$ cat src/common/pmw_defines.svh
`ifndef PMW_DEFINES_SVH
`define PMW_DEFINES_SVH

// ----------------------------------------------------------------
// Register byte offsets
// ----------------------------------------------------------------
`define PMW_OFS_RESET_SOURCE 8'h00
`define PMW_OFS_POWER_CONTROL 8'h04
`define PMW_OFS_PERIPH_POWER 8'h08
`define PMW_OFS_IRQ_ENABLE 8'h0C
`define PMW_OFS_RESET_ENABLE 8'h10
`define PMW_OFS_CLOCK_CFG 8'h14
`define PMW_OFS_STATUS 8'h18

// ----------------------------------------------------------------
// Field positions
// ----------------------------------------------------------------
`define PMW_BIT_POWER_ON_FLAG 4
`define PMW_BIT_BROWNOUT_FLAG 5
`define PMW_BIT_BOD_IRQ 4
`define PMW_BIT_BOD_OFF 5
`define PMW_BIT_CMP_PD 5
`define PMW_BIT_RTC_PD 7
`define PMW_BIT_GLOBAL_IRQ 7
`define PMW_BIT_WDT_CLK_SEL 0
`define PMW_BIT_OSC_CRYSTAL 1
`define PMW_BIT_RC_SYSCLK 2
`define PMW_BIT_RTC_EN 3
`define PMW_BIT_CMP_EN 4
`define PMW_BIT_RTC_ON_XTAL 5

// ----------------------------------------------------------------
// Wake sources, index into the source vector
// ----------------------------------------------------------------
`define PMW_SRC_EXT0 0
`define PMW_SRC_EXT1 1
`define PMW_SRC_BROWNOUT 2
`define PMW_SRC_KEYBOARD 3
`define PMW_SRC_RTC 4
`define PMW_SRC_WATCHDOG 5
`define PMW_SRC_COMPARATOR 6

// ----------------------------------------------------------------
// Mode codes, reset values and stability counts
// ----------------------------------------------------------------
`define PMW_MODE_NORMAL 2'h0
`define PMW_MODE_IDLE 2'h1
`define PMW_MODE_PDOWN 2'h2
`define PMW_MODE_TOTAL_PDOWN 2'h3
`define PMW_RST_REG8 8'h00
`define PMW_RST_CLOCK_CFG 8'h02
`define PMW_STAB_XTAL_CLKS 1024
`define PMW_STAB_RC_CLKS 256

`endif

$ cat src/common/pmw_pkg.sv
package pmw_pkg;

  // ----------------------------------------------------------------
  // Power sequencing states
  // ----------------------------------------------------------------
  typedef enum logic [1:0] {
    ST_RUN,
    ST_IDLE,
    ST_PDOWN,
    ST_WAKE
  } pmw_state_t;

endpackage : pmw_pkg

$ cat src/hdl/pmw_stab_counter.sv
`timescale 1ns/10ps

// Counts oscillator start-up clocks and pulses when stable
module pmw_stab_counter #(
  parameter int CW = 11
) (
  input wire logic clk_in,
  input wire logic rstn_in,
  input wire logic start_in,
  input wire logic [CW-1:0] count_in,
  output logic busy_out,
  output logic done_out
);

  logic [CW-1:0] cnt_r;
  logic busy_r;
  logic done_r;

  // --------------------------------------------------------------
  // Down counter
  // --------------------------------------------------------------
  // Load on start, count down while busy, one-cycle done at the end
  always_ff @(posedge clk_in or negedge rstn_in) begin
    if (!rstn_in) begin
      cnt_r <= '0;
      busy_r <= 1'b0;
      done_r <= 1'b0;
    end else begin
      done_r <= 1'b0;
      if (start_in) begin
        cnt_r <= count_in;
        busy_r <= 1'b1;
      end else if (busy_r) begin
        if (cnt_r == CW'(1)) begin
          busy_r <= 1'b0;
          done_r <= 1'b1;
        end
        cnt_r <= cnt_r - CW'(1);
      end
    end
  end

  assign busy_out = busy_r;
  assign done_out = done_r;

endmodule : pmw_stab_counter

$ cat src/hdl/pmw_top.sv
// Our own choices: the register offsets and the Wishbone slave port.
`timescale 1ns/10ps
`include "pmw_defines.svh"

module pmw_top #(
  parameter int NSRC = 7,
  parameter int NRST = 3
) (
  input wire logic CLK_IN,
  input wire logic RSTN_IN,
  input wire logic WB_CYC_IN,
  input wire logic WB_STB_IN,
  input wire logic WB_WE_IN,
  input wire logic [7:0] WB_ADR_IN,
  input wire logic [3:0] WB_SEL_IN,
  input wire logic [31:0] WB_DAT_IN,
  output logic [31:0] WB_DAT_OUT,
  output logic WB_ACK_OUT,
  input wire logic POR_DET_IN,
  input wire logic BOD_DET_IN,
  input wire logic BROWNOUT_ENABLE_CFG_IN,
  input wire logic [NSRC-1:0] IRQ_REQ_IN,
  input wire logic [NRST-1:0] RST_REQ_IN,
  output logic CPU_RUN_OUT,
  output logic PERIPH_RUN_OUT,
  output logic OSC_EN_OUT,
  output logic RC_OSC_EN_OUT,
  output logic WDT_RUN_OUT,
  output logic CMP_RUN_OUT,
  output logic RTC_RUN_OUT,
  output logic BOD_EN_OUT
);

  // ----------------------------------------------------------------
  // Declarations
  // ----------------------------------------------------------------
  pmw_pkg::pmw_state_t state_r;
  pmw_pkg::pmw_state_t state_nxt;
  logic [1:0] por_sync_r;
  logic [1:0] bod_sync_r;
  logic [1:0] bo_en_sync_r;
  logic por_seen_r;
  logic power_on_flag_r;
  logic brownout_flag_r;
  logic [1:0] power_mode_r;
  logic [1:0] pd_mode_r;
  logic [1:0] gp_flag_r;
  logic bo_irq_r;
  logic bo_off_r;
  logic [7:0] periph_power_r;
  logic [7:0] irq_enable_r;
  logic [NRST-1:0] rst_enable_r;
  logic [7:0] clock_cfg_r;
  logic ack_r;
  logic [31:0] rdata_r;
  logic [31:0] rdata_nxt;
  logic wr_fire;
  logic wr_lane0;
  logic por_rise;
  logic bo_en;
  logic bod_active;
  logic mode_wr;
  logic [NSRC-1:0] src_mask;
  logic wake_irq;
  logic wake_rst;
  logic wake;
  logic stab_start;
  logic stab_busy;
  logic stab_done;
  logic [10:0] stab_count;
  logic total_pd;
  logic in_pd;
  logic wdt_clk_sel;
  logic xtal_cfg;
  logic rc_sysclk;
  logic rtc_en;
  logic cmp_en;
  logic rtc_on_xtal;

  // ----------------------------------------------------------------
  // Input synchronisers
  // ----------------------------------------------------------------
  // Analog detectors and the configuration strap cross in here
  always_ff @(posedge CLK_IN or negedge RSTN_IN) begin
    if (!RSTN_IN) begin
      por_sync_r <= 2'h0;
      bod_sync_r <= 2'h0;
      bo_en_sync_r <= 2'h0;
    end else begin
      por_sync_r <= {por_sync_r[0], POR_DET_IN};
      bod_sync_r <= {bod_sync_r[0], BOD_DET_IN};
      bo_en_sync_r <= {bo_en_sync_r[0], BROWNOUT_ENABLE_CFG_IN};
    end
  end

  // Edge detect on the synchronised power-on level only
  always_ff @(posedge CLK_IN or negedge RSTN_IN) begin
    if (!RSTN_IN) begin
      por_seen_r <= 1'b0;
    end else begin
      por_seen_r <= por_sync_r[1];
    end
  end

  assign por_rise = por_sync_r[1] & ~por_seen_r;
  assign bo_en = bo_en_sync_r[1];

  // ----------------------------------------------------------------
  // Wishbone slave
  // ----------------------------------------------------------------
  // Ack one cycle after the strobe, dropped the cycle after it rose
  always_ff @(posedge CLK_IN or negedge RSTN_IN) begin
    if (!RSTN_IN) begin
      ack_r <= 1'b0;
    end else begin
      ack_r <= WB_CYC_IN & WB_STB_IN & ~ack_r;
    end
  end

  // Writes land at the edge the master samples ack
  assign wr_fire = WB_CYC_IN & WB_STB_IN & WB_WE_IN & ack_r;
  assign wr_lane0 = wr_fire & WB_SEL_IN[0];

  // Read mux, unmapped offsets read zero
  always_comb begin
    rdata_nxt = 32'h0000_0000;
    case (WB_ADR_IN)
      `PMW_OFS_RESET_SOURCE: begin
        rdata_nxt[`PMW_BIT_POWER_ON_FLAG] = power_on_flag_r;
        rdata_nxt[`PMW_BIT_BROWNOUT_FLAG] = brownout_flag_r;
      end
      `PMW_OFS_POWER_CONTROL: begin
        rdata_nxt[7:0] = {2'h0, bo_off_r, bo_irq_r, gp_flag_r, power_mode_r};
      end
      `PMW_OFS_PERIPH_POWER: begin
        rdata_nxt[7:0] = periph_power_r;
      end
      `PMW_OFS_IRQ_ENABLE: begin
        rdata_nxt[7:0] = irq_enable_r;
      end
      `PMW_OFS_RESET_ENABLE: begin
        rdata_nxt[NRST-1:0] = rst_enable_r;
      end
      `PMW_OFS_CLOCK_CFG: begin
        rdata_nxt[7:0] = clock_cfg_r;
      end
      `PMW_OFS_STATUS: begin
        rdata_nxt[7:0] = {stab_busy, BOD_EN_OUT, OSC_EN_OUT, CPU_RUN_OUT,
                          2'h0, state_r};
      end
      default: begin
        rdata_nxt = 32'h0000_0000;
      end
    endcase
  end

  // Read data captured at the edge that raises ack
  always_ff @(posedge CLK_IN or negedge RSTN_IN) begin
    if (!RSTN_IN) begin
      rdata_r <= 32'h0000_0000;
    end else if (WB_CYC_IN & WB_STB_IN & ~ack_r) begin
      rdata_r <= rdata_nxt;
    end
  end

  assign WB_ACK_OUT = ack_r;
  assign WB_DAT_OUT = rdata_r;

  // ----------------------------------------------------------------
  // Reset source flags
  // ----------------------------------------------------------------
  // Detection active unless unconfigured, powered down or total mode
  assign bod_active = bo_en & ~bo_off_r & (pd_mode_r != `PMW_MODE_TOTAL_PDOWN);

  // Power-on flag: a set in the same cycle beats a software clear
  always_ff @(posedge CLK_IN or negedge RSTN_IN) begin
    if (!RSTN_IN) begin
      power_on_flag_r <= 1'b0;
    end else if (por_rise) begin
      power_on_flag_r <= 1'b1;
    end else if (wr_lane0 && WB_ADR_IN == `PMW_OFS_RESET_SOURCE &&
                 !WB_DAT_IN[`PMW_BIT_POWER_ON_FLAG]) begin
      power_on_flag_r <= 1'b0;
    end
  end

  // Brownout flag follows power-on only when brownout is configured
  always_ff @(posedge CLK_IN or negedge RSTN_IN) begin
    if (!RSTN_IN) begin
      brownout_flag_r <= 1'b0;
    end else if ((por_rise & bo_en) | (bod_sync_r[1] & bod_active)) begin
      brownout_flag_r <= 1'b1;
    end else if (wr_lane0 && WB_ADR_IN == `PMW_OFS_RESET_SOURCE &&
                 !WB_DAT_IN[`PMW_BIT_BROWNOUT_FLAG]) begin
      brownout_flag_r <= 1'b0;
    end
  end

  // ----------------------------------------------------------------
  // Power control register
  // ----------------------------------------------------------------
  assign mode_wr = wr_lane0 && WB_ADR_IN == `PMW_OFS_POWER_CONTROL;

  // Mode field returns to normal once a wake is taken
  always_ff @(posedge CLK_IN or negedge RSTN_IN) begin
    if (!RSTN_IN) begin
      power_mode_r <= `PMW_MODE_NORMAL;
      gp_flag_r <= 2'h0;
      bo_irq_r <= 1'b0;
      bo_off_r <= 1'b0;
    end else begin
      if (wake && state_r != pmw_pkg::ST_RUN) begin
        power_mode_r <= `PMW_MODE_NORMAL;
      end else if (mode_wr) begin
        power_mode_r <= WB_DAT_IN[1:0];
      end
      if (mode_wr) begin
        gp_flag_r <= WB_DAT_IN[3:2];
        bo_irq_r <= WB_DAT_IN[`PMW_BIT_BOD_IRQ];
        bo_off_r <= WB_DAT_IN[`PMW_BIT_BOD_OFF];
      end
    end
  end

  // ----------------------------------------------------------------
  // Enable and configuration registers
  // ----------------------------------------------------------------
  always_ff @(posedge CLK_IN or negedge RSTN_IN) begin
    if (!RSTN_IN) begin
      periph_power_r <= `PMW_RST_REG8;
      irq_enable_r <= `PMW_RST_REG8;
      rst_enable_r <= '1;
      clock_cfg_r <= `PMW_RST_CLOCK_CFG;
    end else if (wr_lane0) begin
      case (WB_ADR_IN)
        `PMW_OFS_PERIPH_POWER: periph_power_r <= WB_DAT_IN[7:0];
        `PMW_OFS_IRQ_ENABLE: irq_enable_r <= WB_DAT_IN[7:0];
        `PMW_OFS_RESET_ENABLE: rst_enable_r <= WB_DAT_IN[NRST-1:0];
        `PMW_OFS_CLOCK_CFG: clock_cfg_r <= WB_DAT_IN[7:0];
        default: begin
        end
      endcase
    end
  end

  assign wdt_clk_sel = clock_cfg_r[`PMW_BIT_WDT_CLK_SEL];
  assign xtal_cfg = clock_cfg_r[`PMW_BIT_OSC_CRYSTAL];
  assign rc_sysclk = clock_cfg_r[`PMW_BIT_RC_SYSCLK];
  assign rtc_en = clock_cfg_r[`PMW_BIT_RTC_EN];
  assign cmp_en = clock_cfg_r[`PMW_BIT_CMP_EN];
  assign rtc_on_xtal = clock_cfg_r[`PMW_BIT_RTC_ON_XTAL];

  // ----------------------------------------------------------------
  // Wake decision
  // ----------------------------------------------------------------
  // Total power-down cannot wake from brownout or comparator sources
  always_comb begin
    src_mask = '1;
    if (pd_mode_r == `PMW_MODE_TOTAL_PDOWN) begin
      src_mask[`PMW_SRC_BROWNOUT] = 1'b0;
      src_mask[`PMW_SRC_COMPARATOR] = 1'b0;
    end
  end

  // Interrupts need their own enable and the global enable
  assign wake_irq = irq_enable_r[`PMW_BIT_GLOBAL_IRQ] &
    (|(IRQ_REQ_IN & irq_enable_r[NSRC-1:0] & src_mask));
  assign wake_rst = |(RST_REQ_IN & rst_enable_r);
  assign wake = wake_irq | wake_rst;

  // ----------------------------------------------------------------
  // Sequencer
  // ----------------------------------------------------------------
  // Next state: idle returns directly, power-down waits for stability
  always_comb begin
    state_nxt = state_r;
    case (state_r)
      pmw_pkg::ST_RUN: begin
        if (mode_wr && WB_DAT_IN[1:0] == `PMW_MODE_IDLE) begin
          state_nxt = pmw_pkg::ST_IDLE;
        end else if (mode_wr && WB_DAT_IN[1]) begin
          state_nxt = pmw_pkg::ST_PDOWN;
        end
      end
      pmw_pkg::ST_IDLE: begin
        if (wake) begin
          state_nxt = pmw_pkg::ST_RUN;
        end
      end
      pmw_pkg::ST_PDOWN: begin
        if (wake) begin
          state_nxt = pmw_pkg::ST_WAKE;
        end
      end
      pmw_pkg::ST_WAKE: begin
        if (stab_done) begin
          state_nxt = pmw_pkg::ST_RUN;
        end
      end
      default: begin
        state_nxt = pmw_pkg::ST_RUN;
      end
    endcase
  end

  always_ff @(posedge CLK_IN or negedge RSTN_IN) begin
    if (!RSTN_IN) begin
      state_r <= pmw_pkg::ST_RUN;
    end else begin
      state_r <= state_nxt;
    end
  end

  // Power-down flavour latched on entry, cleared when running again
  always_ff @(posedge CLK_IN or negedge RSTN_IN) begin
    if (!RSTN_IN) begin
      pd_mode_r <= `PMW_MODE_NORMAL;
    end else if (state_r == pmw_pkg::ST_RUN && state_nxt != state_r) begin
      pd_mode_r <= WB_DAT_IN[1:0];
    end else if (state_nxt == pmw_pkg::ST_RUN) begin
      pd_mode_r <= `PMW_MODE_NORMAL;
    end
  end

  // ----------------------------------------------------------------
  // Oscillator stability counter
  // ----------------------------------------------------------------
  assign stab_start = state_r == pmw_pkg::ST_PDOWN && wake;
  assign stab_count = xtal_cfg ? 11'(`PMW_STAB_XTAL_CLKS)
                               : 11'(`PMW_STAB_RC_CLKS);

  pmw_stab_counter #(
    .CW(11)
  ) u_stab (
    .clk_in(CLK_IN),
    .rstn_in(RSTN_IN),
    .start_in(stab_start),
    .count_in(stab_count),
    .busy_out(stab_busy),
    .done_out(stab_done)
  );

  // ----------------------------------------------------------------
  // Registered power outputs
  // ----------------------------------------------------------------
  assign in_pd = state_nxt == pmw_pkg::ST_PDOWN;
  assign total_pd = in_pd &&
    ((state_r == pmw_pkg::ST_RUN) ? WB_DAT_IN[1:0] : pd_mode_r)
      == `PMW_MODE_TOTAL_PDOWN;

  // Each output follows the state about to be entered
  always_ff @(posedge CLK_IN or negedge RSTN_IN) begin
    if (!RSTN_IN) begin
      CPU_RUN_OUT <= 1'b1;
      PERIPH_RUN_OUT <= 1'b1;
      OSC_EN_OUT <= 1'b1;
      RC_OSC_EN_OUT <= 1'b1;
      WDT_RUN_OUT <= 1'b1;
      CMP_RUN_OUT <= 1'b1;
      RTC_RUN_OUT <= 1'b0;
      BOD_EN_OUT <= 1'b0;
    end else begin
      CPU_RUN_OUT <= state_nxt == pmw_pkg::ST_RUN;
      PERIPH_RUN_OUT <= ~in_pd;
      // Main oscillator stops, kept only for an RTC running on it
      OSC_EN_OUT <= ~in_pd |
        (rtc_en & rtc_on_xtal & ~periph_power_r[`PMW_BIT_RTC_PD]);
      RC_OSC_EN_OUT <= ~in_pd | (rc_sysclk & rtc_en);
      WDT_RUN_OUT <= ~in_pd | wdt_clk_sel;
      CMP_RUN_OUT <= ~in_pd |
        (~total_pd & ~(periph_power_r[`PMW_BIT_CMP_PD] & ~cmp_en));
      RTC_RUN_OUT <= rtc_en &
        (~in_pd | ~periph_power_r[`PMW_BIT_RTC_PD]);
      BOD_EN_OUT <= bo_en & ~bo_off_r & ~total_pd;
    end
  end

endmodule : pmw_top

$ cat config.mk
export PLATFORM = sky130hd
export DESIGN_NAME = pmw_top
export DESIGN_NICKNAME = d
export VERILOG_FILES = /design/src/common/pmw_pkg.sv /design/src/hdl/pmw_stab_counter.sv /design/src/hdl/pmw_top.sv
export VERILOG_INCLUDE_DIRS = /design/src /design/src/common
export SDC_FILE = /design/constraint.sdc
export NUM_CORES = 1
export LEC_CHECK = 0
export BUFFER_PORTS_ARGS = -buffer_cell sky130_fd_sc_hd__buf_4
export CAP_MARGIN = 20
export CORE_UTILIZATION = 57
export DETAILED_ROUTE_END_ITERATION = 6
export GPL_ROUTABILITY_DRIVEN = 0
export PLACE_DENSITY = 0.86
export SYNTH_ARGS = -nofsm -noshare
export SYNTH_HDL_FRONTEND = slang
export SYNTH_SLANG_ARGS = --single-unit
export TNS_END_PERCENT = 10
$ cat constraint.sdc
create_clock -name CLK_IN -period 5.1 [get_ports CLK_IN]
set_clock_uncertainty 0.1 [all_clocks]
set_input_delay 1.02 -clock CLK_IN [delete_from_list [all_inputs] [get_ports CLK_IN]]
set_output_delay 1.02 -clock CLK_IN [all_outputs]
set_load 0.02 [all_outputs]
Word-level counts from Yosys, hierarchy flattened
Cells that the tools add are included.
W data, S select, Z words.
Storage, ports and cells
  flip-flop bits (word level): 76
  bits of input ports: 62
  output and inout bits: 41
Cells by class
  add/subtract/negate cells: 1
  eq/ne operators: 16
  mux-type cells: 29
  bitwise logic cells: 36
  reduce and logical (&&, ||, !) cells: 27
Operators with widths (count)
  $mux W11: 3
  $eq A8 B5 Y1 const B: 3
  $mux W2: 10
  $and A1 B1 Y1: 18
  $pmux W3 S6: 1
  $eq A8 B4 Y1 const B: 2
  $pmux W2 S4: 2
  $and A7 B7 Y7: 2
  $pmux W2 S6: 1
  $reduce_bool A2 Y1: 6
  $eq A11 B1 Y1 const B: 1
  $mux W1: 11
  $sub A11 B1 Y11 const B: 1
  $eq A2 B2 Y1 const B: 5
  $logic_and A1 B1 Y1: 10
  $eq A8 B3 Y1 const B: 1
  $logic_not A8 Y1: 1
  $not A1 Y1: 8
  $reduce_and A2 Y1: 4
  $or A1 B1 Y1: 7
  $reduce_or A7 Y1: 1
  $eq A2 B1 Y1 const B: 2
  $logic_not A2 Y1: 2
  $pmux W1 S4: 1
  5 further kinds: 6

Longest topological paths before layout
  depth after elaboration: 14
  depth in mapped cells: 7
  mapped depth without buffers: 6

By module
A second synthesis with hierarchy kept.
Second synthesis, totals
  cell total of the unflattened synthesis: 343
  area, all modules: 3789.9 um^2
By module, submodules not included
  pmw_top: times used 1, cells an instance 268, area each 3089.2 um^2
  pmw_stab_counter: times used 1, cells an instance 75, area each 700.7 um^2

Least setup slack after synthesis
OpenSTA, ideal clock, no wires.
  path type: input to register
  from: in WB_ADR_IN[2]
  to: reg CPU_RUN_OUT
  data arrival time: 2.504 ns
  required time: 4.906 ns
  slack: 2.402 ns
  stages: 7
  buffers on the path: 3
  cell sequence: buf_4 > or4b_1 > clkbuf_2 > or4_1 > buf_2 > o31ai_2 > a31oi_1
On the way
  cells in the longest elaborated chain, start to end: 7
  elaborated cells between the ends (all ways): 8
RTL lines
  start, declared: line pmw_top.sv:14  | input wire logic [7:0] WB_ADR_IN,
  $eq A8 B3 Y1 (*)
  $logic_and A1 B1 Y1 (no line) (*)
  $logic_and A1 B1 Y1: line pmw_top.sv:281  | end else if (mode_wr && WB_DAT_IN[1]) begin
  $mux W2: line pmw_top.sv:281
  $mux W2 (*): line pmw_top.sv:279  | if (mode_wr && WB_DAT_IN[1:0] == `PMW_MODE_IDLE) begin
  $pmux W2 S4 (*): line pmw_top.sv:277  | case (state_r)
  $logic_not A2 Y1 (*): line pmw_top.sv:363  | CPU_RUN_OUT <= state_nxt == pmw_pkg::ST_RUN;
  end signal, assigned: line pmw_top.sv:363
  end, declared: line pmw_top.sv:24  | output logic CPU_RUN_OUT,
Every way passes the cells marked *; elsewhere a longest branch is shown, timed or not.
A chain may end at the register's enable or synchronous reset.

Worst setup path in the final report
  from: in WB_ADR_IN[4]
  to: reg periph_power_r[7]
On the way
  cells in the longest elaborated chain, start to end: 2
RTL lines
  $eq A8 B4 Y1: line pmw_top.sv:235  | case (WB_ADR_IN)
  $reduce_and A2 Y1 (no line)
  end signal, assigned: line pmw_top.sv:230  | periph_power_r <= `PMW_RST_REG8;
  end signal, assigned: line pmw_top.sv:236  | `PMW_OFS_PERIPH_POWER: periph_power_r <= WB_DAT_IN[7:0];
  end, declared: line pmw_top.sv:50  | logic [7:0] periph_power_r;
Every way passes these cells.

==> flow_summary_export.csv <==
group,metric,value,unit
yosys,synth_cell_types,61,
power,p_comb_frac,0.111,
grt,grt_pass1_vias,2645,
clock_network,htreeDepth,3,
worst_hold_path,hp-class,"reg -> reg",
yosys,ys_warn_count,0,
place,hpwl,5910,um
critical_path,reg2reg_to,"periph_power_r[7]",
clock_network,cts.path.max_buffers,2,
timing,timing.setup.tns,0,ps
timing,rsz0062_at_grt,"no",
power,peakVddDrop,0.163,mV
route,via_per_inst,6.06,
power,power_frac_seq,0.512,
clock_network,insertion_delay,360,ps
grt,grt_overflow,0,
die,initial_core_util,0.597,
die,num_io_pins,103,
power,power.leakage,1.98,nW
clock_network,post-cts-setup-buffers,0,
outcome,violations,"DRC",
clock_network,path_clk_slew,90,ps
critical_path,critical-path-slowest-cell,"nor3b_2",
die,die_w,84.0,um
route,drtAntennaViolNets,0,
cells_and_area,drive_gt1_frac,0.297,
timing,finalHoldViolations,0,
yosys,ys_ff_latch,76,
yosys,synth_area_leaders,"dfrtp_1 (43%), mux2_2 (9.4%), dfstp_2 (6.8%), buf_4 (4.9%), mux2i_1 (3.4%)",
grt,grt_usage,0.247,
critical_path,cp-start-kind,"primary input",
timing,worst_pin_slew,925,ps
critical_path,setup.worst_path.class,"in -> reg",
yosys,netlist_area,0.00384,mm^2
power,switching_share,0.276,
route,first_iter_violations,309,
critical_path,cp_max_fo,12,
yosys,synth_edf_count,0,
yosys,yosys.area.top_type,"dfrtp_1",
cells_and_area,nets,463,
yosys,synthTopCellsByCount,"dfrtp_1 (66), nand2_1 (34), mux2_2 (32)",
route,finalWirelength,8290,um
die,design.die.area,0.00706,mm^2
critical_path,r2r_slack,2930,ps
power,p_int,0.916,mW
critical_path,worstSetupEndpoint,"periph_power_r[7]",
place,port_buffers,51,
critical_path,arrival,3000,ps
yosys,yosysTopAreaCellShare,0.431,
clock_network,numCtsBuffers,9,
timing,setup_violations,0,
timing,slew_violations,0,
critical_path,crit_start,"WB_ADR_IN[4]",
route,vias,2914,
cells_and_area,diodes,0,
place,place_area,0.00415,mm^2
cells_and_area,nFillCells,458,
critical_path,setup.worst_path.end_class,"flip-flop",
timing,maxSlewHeadroom,0.383,
die,num_rows,29,
yosys,synthesis.instances,353,
clock_network,root_buffer,"clkbuf_8",
yosys,ys_seq_area_frac,0.499,
critical_path,required,5240,ps
yosys,yosysMostFrequentCell,"dfrtp_1",
grt,grt_pass1_wl,13100,um
yosys,synthArstFlopShare,1.00,
critical_path,max_stage_delay,690,ps
clock_network,clock-sinks,76,
timing,min_period,2860,ps
power,clkPwrFrac,0.377,
critical_path,rr_startpoint,"WB_ACK_OUT",
critical_path,worstPathCellList,"buf_4, nor4_1, nand2_1, nor3b_2, mux2_2",
grt,grt_start_max_net_pins,77,
route,first_pass_iters,7,
cells_and_area,stdcell_area,0.00436,mm^2
flow_run,drv_cap,0,
timing,period_share,0.560,
route,wl_per_cell,17.2,um
timing,whs,257,ps
yosys,synth.avg_cell_area,10.9,um^2
die,core-area,0.00642,mm^2
cells_and_area,area_growth,13.7,%
timing,clock.fmax,0.350,GHz
die,dieHeight,84.0,um
power,p_sw,0.349,mW
clock_network,postCtsResizedCells,0,
critical_path,rr_worst_depth,4,
route,drc,14,
clock_network,tritoncts,"yes",
yosys,synth_top_flop_cell,"dfrtp_1",
outcome,status,"finished, violations left",
grt,antenna_found_initial,0,
power,powerDensity,290,mW/mm^2
worst_hold_path,hp-start,"bo_en_sync_r[0]",
clock_network,hold_buffers,0,
## power by group through the flow
stage	sequential (mW)	combinational (mW)	clock, mW
global placement	0.658	0.134	0
CTS	0.648	0.140	0.481
finish	0.648	0.140	0.477
floorplan	0.665	0.0850	0
detailed placement	0.660	0.139	0
global route	0.652	0.153	0.510
## cell usage in the layout (no fill, tap or decap), drive strengths merged, types with 4 or more instances in the layout
master	instances
a2bb2oi	4
nor3	6
nand2	34
xor2	5
nor2	22
a31oi	5
nand3	12
o21ai	8
or2	4
nand2b	4
mux2i	13
dfstp	10
mux2	32
clkbuf	9
nor2b	4
conb	24
a22oi	6
dfrtp	66
inv	9
xnor2	6
buf	53
## worst min-delay path by stage
stage	cells past startpoint	slack, ps	endpoint
5_1_grt	0	270	bod_sync_r[1]
3_3_place_gp	0	230	por_sync_r[1]
3_5_place_dp	0	240	bo_en_sync_r[1]
2_1_floorplan	0	230	bo_en_sync_r[1]
4_1_cts	0	260	bo_en_sync_r[1]
6_report	0	260	bo_en_sync_r[1]
## flip-flops by register name, summed over array words and instances (netlist names), 2 cells and up
register / flops
gp_flag_r: 2
por_sync_r: 2
pd_mode_r: 2
bo_en_sync_r: 2
clock_cfg_r: 8
rst_enable_r: 3
power_mode_r: 2
irq_enable_r: 8
state_r: 2
periph_power_r: 8
WB_DAT_OUT: 8
u_stab.cnt_r: 11
bod_sync_r: 2
## per-layer routing
metal | up-vias | global-route usage | routed length, um
li1 | 1319 | - | -
met1 | 1433 | 0.368 | 3810
met2 | 142 | 0.351 | 3680
met3 | 20 | 0.0346 | 596
met4 | 0 | 0.127 | 205
met5 | - | 0 | 0
## cell families after synthesis
family          synth area share
compound gates             0.110
xor+xnor                  0.0251
fa+ha+maj                0.00652
buf+inv                   0.0737
flops                      0.499
mux                        0.128
other cells             0.000978
simple gates               0.157
## critical path: cells and delay by family
kind | cells | cell delay [ps]
muxes | 1 | 410
and+or+nand+nor | 3 | 1390
buffers and inverters | 1 | 170
## area by class of cell
type	instances	area (um^2)	share of cell area
timing repair buffer	53	398	0.0912
sequential	76	1910	0.439
tap	77	96.3	0.0221
clock inverter	7	81.3	0.0186
multi-input combinational	253	1730	0.396
inverter	6	22.5	0.00516
clock buffer	9	124	0.0284
## through the flow
step | utilization | cells | setup WS (ps) | total power [mW]
after global placement | 0.646 | 464 | 1910 | 0.793
after floorplan | - | 376 | 2400 | 0.750
after global routing | 0.679 | 481 | 2080 | 1.32
after CTS | 0.678 | 480 | 2230 | 1.27
after detailed placement | 0.646 | 464 | 1880 | 0.800
final | 0.679 | 481 | 2240 | 1.27
(Power assumes the default switching activity.)
